==> config.mk <==
export PLATFORM = sky130hd
export DESIGN_NAME = htf_regs
export DESIGN_NICKNAME = d
export VERILOG_FILES = /design/src/hdl/htf_pkg.sv /design/src/hdl/htf_edge_rate.sv /design/src/hdl/htf_regs.sv
export SDC_FILE = /design/constraint.sdc
export NUM_CORES = 2
export LEC_CHECK = 0
export ABC_AREA = 1
export ABC_CLOCK_PERIOD_IN_PS = 4500
export BUFFER_PORTS_ARGS = -buffer_cell sky130_fd_sc_hd__buf_2
export CAP_MARGIN = 20
export CORE_ASPECT_RATIO = 1.75
export CORE_MARGIN = 2
export CORE_UTILIZATION = 50
export CTS_CLUSTER_SIZE = 20
export DETAILED_ROUTE_END_ITERATION = 10
export PLACE_DENSITY = 0.71
export RECOVER_POWER = 50
export SETUP_SLACK_MARGIN = 0.2
export SLEW_MARGIN = 15
export SYNTH_ARGS = -nofsm -noshare
export SYNTH_HDL_FRONTEND = slang
export SYNTH_SLANG_ARGS = --single-unit
==> constraint.sdc <==
create_clock -name clk -period 4.5 [get_ports clk]
set_input_delay 0.9 -clock clk [delete_from_list [all_inputs] [get_ports clk]]
set_output_delay 0.9 -clock clk [all_outputs]
set_load 0.02 [all_outputs]
==> src/hdl/htf_pkg.sv <==
// package with register map, field positions and reset values of the trim/fault/snippet bank
package htf_pkg;

	// ==========================================================
	// register offsets
	localparam logic [7:0] ADDR_EDGE_TRIM    = 8'h62;
	localparam logic [7:0] ADDR_CFG_FIVE     = 8'h6E;
	localparam logic [7:0] ADDR_FAULT_EVENT  = 8'h81;
	localparam logic [7:0] ADDR_STATUS_TWO   = 8'h82;
	localparam logic [7:0] ADDR_MASK_TWO     = 8'h83;
	localparam logic [7:0] ADDR_SNIP_FIRST   = 8'h84;
	localparam logic [7:0] ADDR_SNIP_LAST    = 8'hE7;
	localparam int         SNIP_DEPTH        = 100;

	// ==========================================================
	// field positions
	localparam int BIT_LS_RATE_LO   = 2;
	localparam int BIT_HS_RATE_LO   = 0;
	localparam int BIT_BYPASS       = 2;
	localparam int BIT_FREQ_HOLD    = 1;
	localparam int BIT_OFFSET_EN    = 0;
	localparam int BIT_SAT_FLAG     = 2;
	localparam int BIT_SAT_STATE    = 7;
	localparam int BIT_SAT_MASK     = 7;

	// ==========================================================
	// reset values
	localparam logic [1:0] RST_EDGE_RATE  = 2'h3;
	localparam logic       RST_BYPASS     = 1'h0;
	localparam logic       RST_FREQ_HOLD  = 1'h0;
	localparam logic       RST_OFFSET_EN  = 1'h1;
	localparam logic       RST_SAT        = 1'h0;
	localparam logic [7:0] RST_SNIP       = 8'h00;

	// ==========================================================
	// edge-rate step in mV/ns and offset in mV
	localparam int EDGE_RATE_STEP_MVNS = 25;
	localparam int CONV_OFFSET_MV      = 50;

endpackage : htf_pkg

==> src/hdl/htf_edge_rate.sv <==
// decoder turning a 2-bit edge-rate code into mV/ns
module htf_edge_rate
	import htf_pkg::*;
(
	input  wire logic [1:0] code,
	output logic      [6:0] rateMvNs
);
	// ==========================================================
	// code 00..11 gives 25,50,75,100
	assign rateMvNs = 7'((int'(code) + 1) * EDGE_RATE_STEP_MVNS);
endmodule : htf_edge_rate

==> src/hdl/htf_regs.sv <==
// register bank: edge-rate trims, drive config, saturation fault and snippet memory
// Operation
// - hundred snippet bytes, read-write, reset zero
// - saturation sets sticky flag, write-one clears
// - status bit follows live saturation condition
// - mask bit read-write, reset unmasked
// - hold frequency update on polarity reversal
// - offset enable adds fixed conversion offset
// - bypass bit skips delay comparator
// - low-side edge rate code decoded
// - high-side edge rate code decoded
//
// Design decision made here: the strobed register port.
module htf_regs
	import htf_pkg::*;
#(
	parameter int DEPTH = SNIP_DEPTH
)
(
	input  wire logic       clk,
	input  wire logic       reset_n,
	input  wire logic [7:0] addr,
	input  wire logic [7:0] wrData,
	input  wire logic       wrStrobe,
	input  wire logic       rdStrobe,
	output logic      [7:0] rdData,
	input  wire logic       converterSaturated,
	input  wire logic       polarityReversal,
	input  wire logic       freqUpdateRequest,
	output logic            freqUpdateEnable,
	output logic      [6:0] lowSideRateMvNs,
	output logic      [6:0] highSideRateMvNs,
	output logic      [5:0] conversionOffsetMv,
	output logic            delayComparatorBypass,
	output logic            irq
);

	// ==========================================================
	// elaboration check
	if (DEPTH != int'(ADDR_SNIP_LAST) - int'(ADDR_SNIP_FIRST) + 1) begin : g_depth_check
		$error("snippet depth must match the address range");
	end

	// ==========================================================
	// state
	typedef struct packed {
		logic [1:0] lowSideEdgeRate;
		logic [1:0] highSideEdgeRate;
		logic       delayBypass;
		logic       freqHoldOnReversal;
		logic       conversionFactorOffsetEnable;
		logic       converterSaturationFlag;
		logic       converterSaturationState;
		logic       converterSaturationMask;
		logic [7:0] rdData;
		logic [DEPTH-1:0][7:0] snippet;
	} htf_state_t;

	htf_state_t state;
	htf_state_t next_state;

	// ==========================================================
	// address helpers
	function automatic logic isSnippet(input logic [7:0] a);
		isSnippet = (a >= ADDR_SNIP_FIRST) && (a <= ADDR_SNIP_LAST);
	endfunction : isSnippet

	function automatic logic [6:0] snippetIndex(input logic [7:0] a);
		logic [7:0] d;
		d = a - ADDR_SNIP_FIRST;
		snippetIndex = d[6:0];
	endfunction : snippetIndex

	// ==========================================================
	// next-state logic
	always_comb begin
		next_state = state;
		next_state.converterSaturationState = converterSaturated;
		if (wrStrobe && addr == ADDR_FAULT_EVENT && wrData[BIT_SAT_FLAG]) begin
			next_state.converterSaturationFlag = 1'h0;
		end
		if (converterSaturated) begin
			next_state.converterSaturationFlag = 1'h1;
		end
		if (wrStrobe) begin
			case (addr)
				ADDR_EDGE_TRIM: begin
					next_state.lowSideEdgeRate = wrData[BIT_LS_RATE_LO +: 2];
					next_state.highSideEdgeRate = wrData[BIT_HS_RATE_LO +: 2];
				end
				ADDR_CFG_FIVE: begin
					next_state.delayBypass = wrData[BIT_BYPASS];
					next_state.freqHoldOnReversal = wrData[BIT_FREQ_HOLD];
					next_state.conversionFactorOffsetEnable = wrData[BIT_OFFSET_EN];
				end
				ADDR_MASK_TWO: begin
					next_state.converterSaturationMask = wrData[BIT_SAT_MASK];
				end
				default: begin
					if (isSnippet(addr)) begin
						next_state.snippet[snippetIndex(addr)] = wrData;
					end
				end
			endcase
		end
		next_state.rdData = 8'h00;
		if (rdStrobe) begin
			case (addr)
				ADDR_EDGE_TRIM: begin
					next_state.rdData[BIT_LS_RATE_LO +: 2] = state.lowSideEdgeRate;
					next_state.rdData[BIT_HS_RATE_LO +: 2] = state.highSideEdgeRate;
				end
				ADDR_CFG_FIVE: begin
					next_state.rdData[BIT_BYPASS]    = state.delayBypass;
					next_state.rdData[BIT_FREQ_HOLD] = state.freqHoldOnReversal;
					next_state.rdData[BIT_OFFSET_EN] = state.conversionFactorOffsetEnable;
				end
				ADDR_FAULT_EVENT: begin
					next_state.rdData[BIT_SAT_FLAG] = state.converterSaturationFlag;
				end
				ADDR_STATUS_TWO: begin
					next_state.rdData[BIT_SAT_STATE] = state.converterSaturationState;
				end
				ADDR_MASK_TWO: begin
					next_state.rdData[BIT_SAT_MASK] = state.converterSaturationMask;
				end
				default: begin
					if (isSnippet(addr)) begin
						next_state.rdData = state.snippet[snippetIndex(addr)];
					end
				end
			endcase
		end
	end

	// ==========================================================
	// state register
	always_ff @(posedge clk) begin
		if (!reset_n) begin
			state.lowSideEdgeRate              <= RST_EDGE_RATE;
			state.highSideEdgeRate             <= RST_EDGE_RATE;
			state.delayBypass                  <= RST_BYPASS;
			state.freqHoldOnReversal           <= RST_FREQ_HOLD;
			state.conversionFactorOffsetEnable <= RST_OFFSET_EN;
			state.converterSaturationFlag      <= RST_SAT;
			state.converterSaturationState     <= RST_SAT;
			state.converterSaturationMask      <= RST_SAT;
			state.rdData                       <= 8'h00;
			state.snippet                      <= {DEPTH{RST_SNIP}};
		end else begin
			state <= next_state;
		end
	end

	// ==========================================================
	// outputs
	assign rdData = state.rdData;
	assign freqUpdateEnable = freqUpdateRequest && !(state.freqHoldOnReversal && polarityReversal);
	assign conversionOffsetMv = state.conversionFactorOffsetEnable ? 6'(CONV_OFFSET_MV) : 6'h00;
	assign delayComparatorBypass = state.delayBypass;
	assign irq = state.converterSaturationFlag && !state.converterSaturationMask;

	// ==========================================================
	// edge-rate decoders
	// low side decode
	htf_edge_rate u_lowSide (
		.code     (state.lowSideEdgeRate),
		.rateMvNs (lowSideRateMvNs)
	);
	htf_edge_rate u_highSide (
		.code     (state.highSideEdgeRate),
		.rateMvNs (highSideRateMvNs)
	);

endmodule : htf_regs

After elaboration in Yosys (flattened, before gate mapping). Index checks and enable logic that the tools add are counted.

Flip-flop bits (word level): 818.

Bitwise logic cells: 4. Reductions and logical operators: 21. Eq/ne operators: 5. $add $sub $neg: 3. Multiply operators: 2. Multiplexer cells: 13. Order comparisons: 4.

Operators by type and width (count): 800-bit bitwise mux (1); 32-bit by 6-bit multiplier with 7-bit output, second input constant (2); 8-bit binary-select mux with 7-bit select (1); 8-bit demux with 7-bit select (1); 8-bit equality test, second input constant (3); 8-bit 2-to-1 mux (3); 8-bit by 7-bit equality test with 1-bit output, second input constant (2); 3-bit OR reduction (3); 8-bit greater-or-equal comparator, second input constant (1); 8-bit less-or-equal comparator, second input constant (1); 7-bit by 8-bit less-than comparator with 1-bit output, second input constant (1); 2-bit AND reduction (4); 8-bit OR reduction (1); 7-bit by 1-bit greater-or-equal comparator with 1-bit output, second input constant (1); 1-bit logical AND (7); 7-bit by 3-bit subtractor with 7-bit output, second input constant (1); 2-bit by 1-bit adder with 3-bit output, second input constant (2); 6-bit 2-to-1 mux (1); 2-bit case mux with 3 select lines (1); 1-bit NOT (4); 1-bit case mux with 4 select lines (1); 4-bit OR reduction (1); 1-bit case mux with 3 select lines (1); 3-bit AND reduction (1); 5 further kinds (7).

Longest topological paths before layout.
Depth in word-level cells: 6. Gate-level depth with buffers: 19.

Modules after synthesis. Synthesis repeated with hierarchy kept, for this count alone.

Cell total of the unflattened synthesis: 5915. Area total of the unflattened synthesis: 39678.1 um2.

By module, submodules not included: htf_regs (cells an instance 5883, instances 1, area each 39492.9 um2); htf_edge_rate (cells an instance 16, instances 2, area each 92.6 um2).

Worst setup path before layout. No wires, ideal clock.

Path type: input to register. Start point: in addr[2]. End point: reg state[488] (netlist bit). Cell stages on the path: 14. Library setup time: 0.132 ns. Slack: 0.834 ns. Arrival time: 3.534 ns. Path through: inv_1 -> clkbuf_1 -> buf_1 -> buf_1 -> ha_1 -> inv_1 -> nand2_1 -> nand2_1 -> nor2_2 -> nand2_2 -> nor2_1 -> nand2_2 -> nand2_1 -> a21oi_1.

Longest elaborated chain between the ends: 6.

RTL lines: start: declaration (RTL line htf_regs.sv:22) `input wire logic [7:0] addr,`; 7-bit by 3-bit subtractor with 7-bit output (RTL line htf_regs.sv:70) `d = a - ADDR_SNIP_FIRST;`; 7-bit by 8-bit less-than comparator with 1-bit output (not written as such) or 7-bit by 1-bit greater-or-equal comparator with 1-bit output (tied branches) (RTL line htf_regs.sv:101) `next_state.snippet[snippetIndex(addr)] = wrData;`; 1-bit logical AND (not written as such) (RTL line htf_regs.sv:101); 8-bit 2-to-1 mux (not written as such) (RTL line htf_regs.sv:101); 8-bit demux with 7-bit select (RTL line htf_regs.sv:101); 800-bit bitwise mux (RTL line htf_regs.sv:101); end signal: assignment (RTL line htf_regs.sv:151) `state <= next_state;`; end: declaration (RTL line htf_regs.sv:59) `htf_state_t state;`.

Parallel ways exist; a longest one is shown, timed or not. A chain may end at the register's enable or synchronous reset.

Worst setup path in the final report.
Start point: in addr[1]. End point: reg rdData[6] (netlist name).

Longest elaborated chain between the ends: 4.

RTL lines: branches (longest 4 deep; another with 7-bit by 3-bit subtractor with 7-bit output).

Parallel ways; which one is timed is not known. The select of a mux whose other input is x is not followed.

==> key figures <==
Run status
  – Status: complete, but fails checks
  – Failing checks: capacitance limit, slew limit

Global route
  – GRT Resource Usage Total: 33.9%
  – First-pass GRT wire length: 215 mm
  – Largest net degree at the start of global routing: 107
  – Total congestion overflow: 0
  – Initial antenna violation count: 1
  – Vias in the first global route: 37500

Die
  – # rows: roughly 140
  – Die Area: between 80000 and 90000 um^2
  – Initial core utilization: 50.4%
  – Die height: 373 um
  – I/O Pins: 54
  – Core Area: 77200 um^2
  – Chip width: 215 um

STA
  – Final worst path period share: 87.7%
  – Slew margin rel.: -2.51%
  – Final hold vios: 0
  – Final Setup Violations: 0
  – Setup Skew: 0.0199 ns
  – Unrepaired setup endpoints after global routing: no
  – Final WS setup: between 0.5 and 0.6 ns
  – Total Neg Setup Slack: 0 ns
  – Hold slack final: 0.451 ns
  – Worst-Margin Slew: roughly 1.5 ns
  – Slew Limit Fails: 56
  – Max Fclk: approximately 250 MHz
  – Final min period: 3.95 ns

CTS
  – Cts hold-fix bufs: 0
  – Clk sinks: ~800
  – Root buf cell: clkbuf_16
  – Max H-tree Level: 3
  – Post-CTS Setup Bufs: 0
  – Worst skew pair latency: 0.68 ns
  – Clock slew at reported path FFs: ~0.070 ns
  – CTS tree: yes
  – Post-CTS Resized: 0
  – CTS Buf Count: 74
  – Clock buffer depth: 3

Synthesis
  – Ys Warns: 0
  – Ys flop type: dfxtp_1
  – Synth cell types: 37
  – Post-synth EDFFs: 0
  – Mapped Area: 38900 um^2
  – Register area share after synthesis: 42.1%
  – Post-Syn Instances: between 5000 and 6000
  – Ys async rst share: 0%
  – Syn avg cell area: about 6.6 um^2
  – Flops & latches, synth: 818

Setup path
  – Worst setup SP type: primary input
  – Worst R2R Setup Slack: 2.38 ns
  – Critical Path RT: approximately 5.1 ns
  – Worst EP arrival: 4.50 ns
  – Critical Path Fanout Max: 56
  – Setup crit end kind: register
  – Crit Path Class: primary input to register

Finish
  – Final core utilization: a little over half
  – Most frequent cells in the layout: nand2_1, nand3_1, a21oi_1
  – Final instance area: 41900 um^2
  – Commonest non-fill, non-tap cell in the layout: nand2_1
  – Share of layout cells above drive strength 1: ~6.3%
  – Number of diodes: 0
  – Nets: 5640
  – Area delta synth->final: 7.84%

Routing
  – Vias per Instance: roughly 6.1
  – Iter 0 DRT Violations: 5000
  – WL/cell: 21.0 um
  – WL final: 141 mm
  – Post-route DRC: 0
  – Via count: between 40000 and 50000
  – Routed Antenna Nets: 0
  – 1st-pass router iterations: 8

Placement
  – Hpwl dp: 83.8 mm
  – GP Congestion: 0.918
  – Setup WS pre-CTS: 0.473 ns
  – Area after DPL: 39500 um^2
  – I/O Buffers: 50

Power and ir drop
  – Power Density: 363 nW/um^2
  – VDD IR max: 287 uV
  – P_leak: 14.8 nW

Run
  – # Max-Cap Violations: 1

Min path
  – Worst min-delay path category: register to register
==> power by group <==
part	internal [mW]	switching, mW	leakage (nW)
combinational	0.233	1.08	7.00
clock	3.74	2.91	1.24
sequential	7.25	0.00822	6.59
total	11.2	4.00	14.8
==> final cells by class <==
type                       instances  area, um^2
clock buffer                     113        2290
clock inverter                    18         194
fill                            7571       35200
inverter                          64         255
multi-input combinational       4477       20100
sequential                       818       16400
tap                             1027        1280
timing repair buffer             172        1430
==> sequential cells by signal (all words and copies together), names as in the netlist <==
signal	flops
delayComparatorBypass	1
rdData	8
state	809
==> final timing paths <==
kind,endpoint,depth (start not counted),start
max,rdData[6],14,addr[1]
min reg2reg,state[784],2,state[784]
max reg2reg,rdData[2],12,state[378]
min,state[784],2,state[784]
==> logic make-up (layout without fill, tap and decap cells) <==
group | after synthesis | count (layout) | synth area share (%)
DFF | 818 | 818 | 42.1
and+or+nand+nor | 3502 | 3502 | 38.2
other | 1 | 3 | 0.00964
AOI/OAI and AO/OA | 956 | 956 | 12.9
buffers and inverters | 557 | 367 | 6.21
adders and majority gates | 10 | 10 | 0.322
xor gates and xnor gates | 6 | 6 | 0.203
==> metal layers <==
layer,vias up,share of wire (%),wire [um],GRT usage (%)
met3,620,9.0,12600,6.32
met5,-,0,0,0
met2,2166,46,65100,55.4
met4,0,8.2,11600,25.6
li1,18900,-,-,-
met1,18900,37,51500,39.3
==> through the flow <==
step,std cells,power [mW]
2_1_floorplan,5852,8.20
3_3_place_gp,6557,8.69
3_5_place_dp,6557,8.69
4_1_cts,6688,15.2
5_1_grt,6689,15.6
6_report,6689,15.2
==> synthesized netlist by cell type, drive strengths merged, types with 15 or more instances <==
| master | number | area share, % |
|---|---|---|
| nand3 | 1038 | 13 |
| dfxtp | 818 | 42 |
| nor2 | 499 | 5.1 |
| a22oi | 71 | 1.4 |
| inv | 62 | 0.60 |
| nand4 | 62 | 1.0 |
| clkbuf | 267 | 2.6 |
| o21ai | 17 | 0.22 |
| a21oi | 843 | 11 |
| nand2 | 1897 | 19 |
| buf | 226 | 3.0 |
| o211ai | 15 | 0.29 |
==> worst max-delay path, cell delays in order <==
cell,delay (ns)
buf_6,0.46
clkinvlp_2,0.81
nor2_4,0.48
buf_4,0.58
a22oi_1,0.24
nand2_1,0.10
nand2_1,0.05
nand2_1,0.14
nor2_1,0.07
nand3_1,0.21
nand2_1,0.08
nand2_1,0.07
nor2_1,0.04
nor2_1,0.23
No activity file was read; power rests on OpenSTA's default activity.
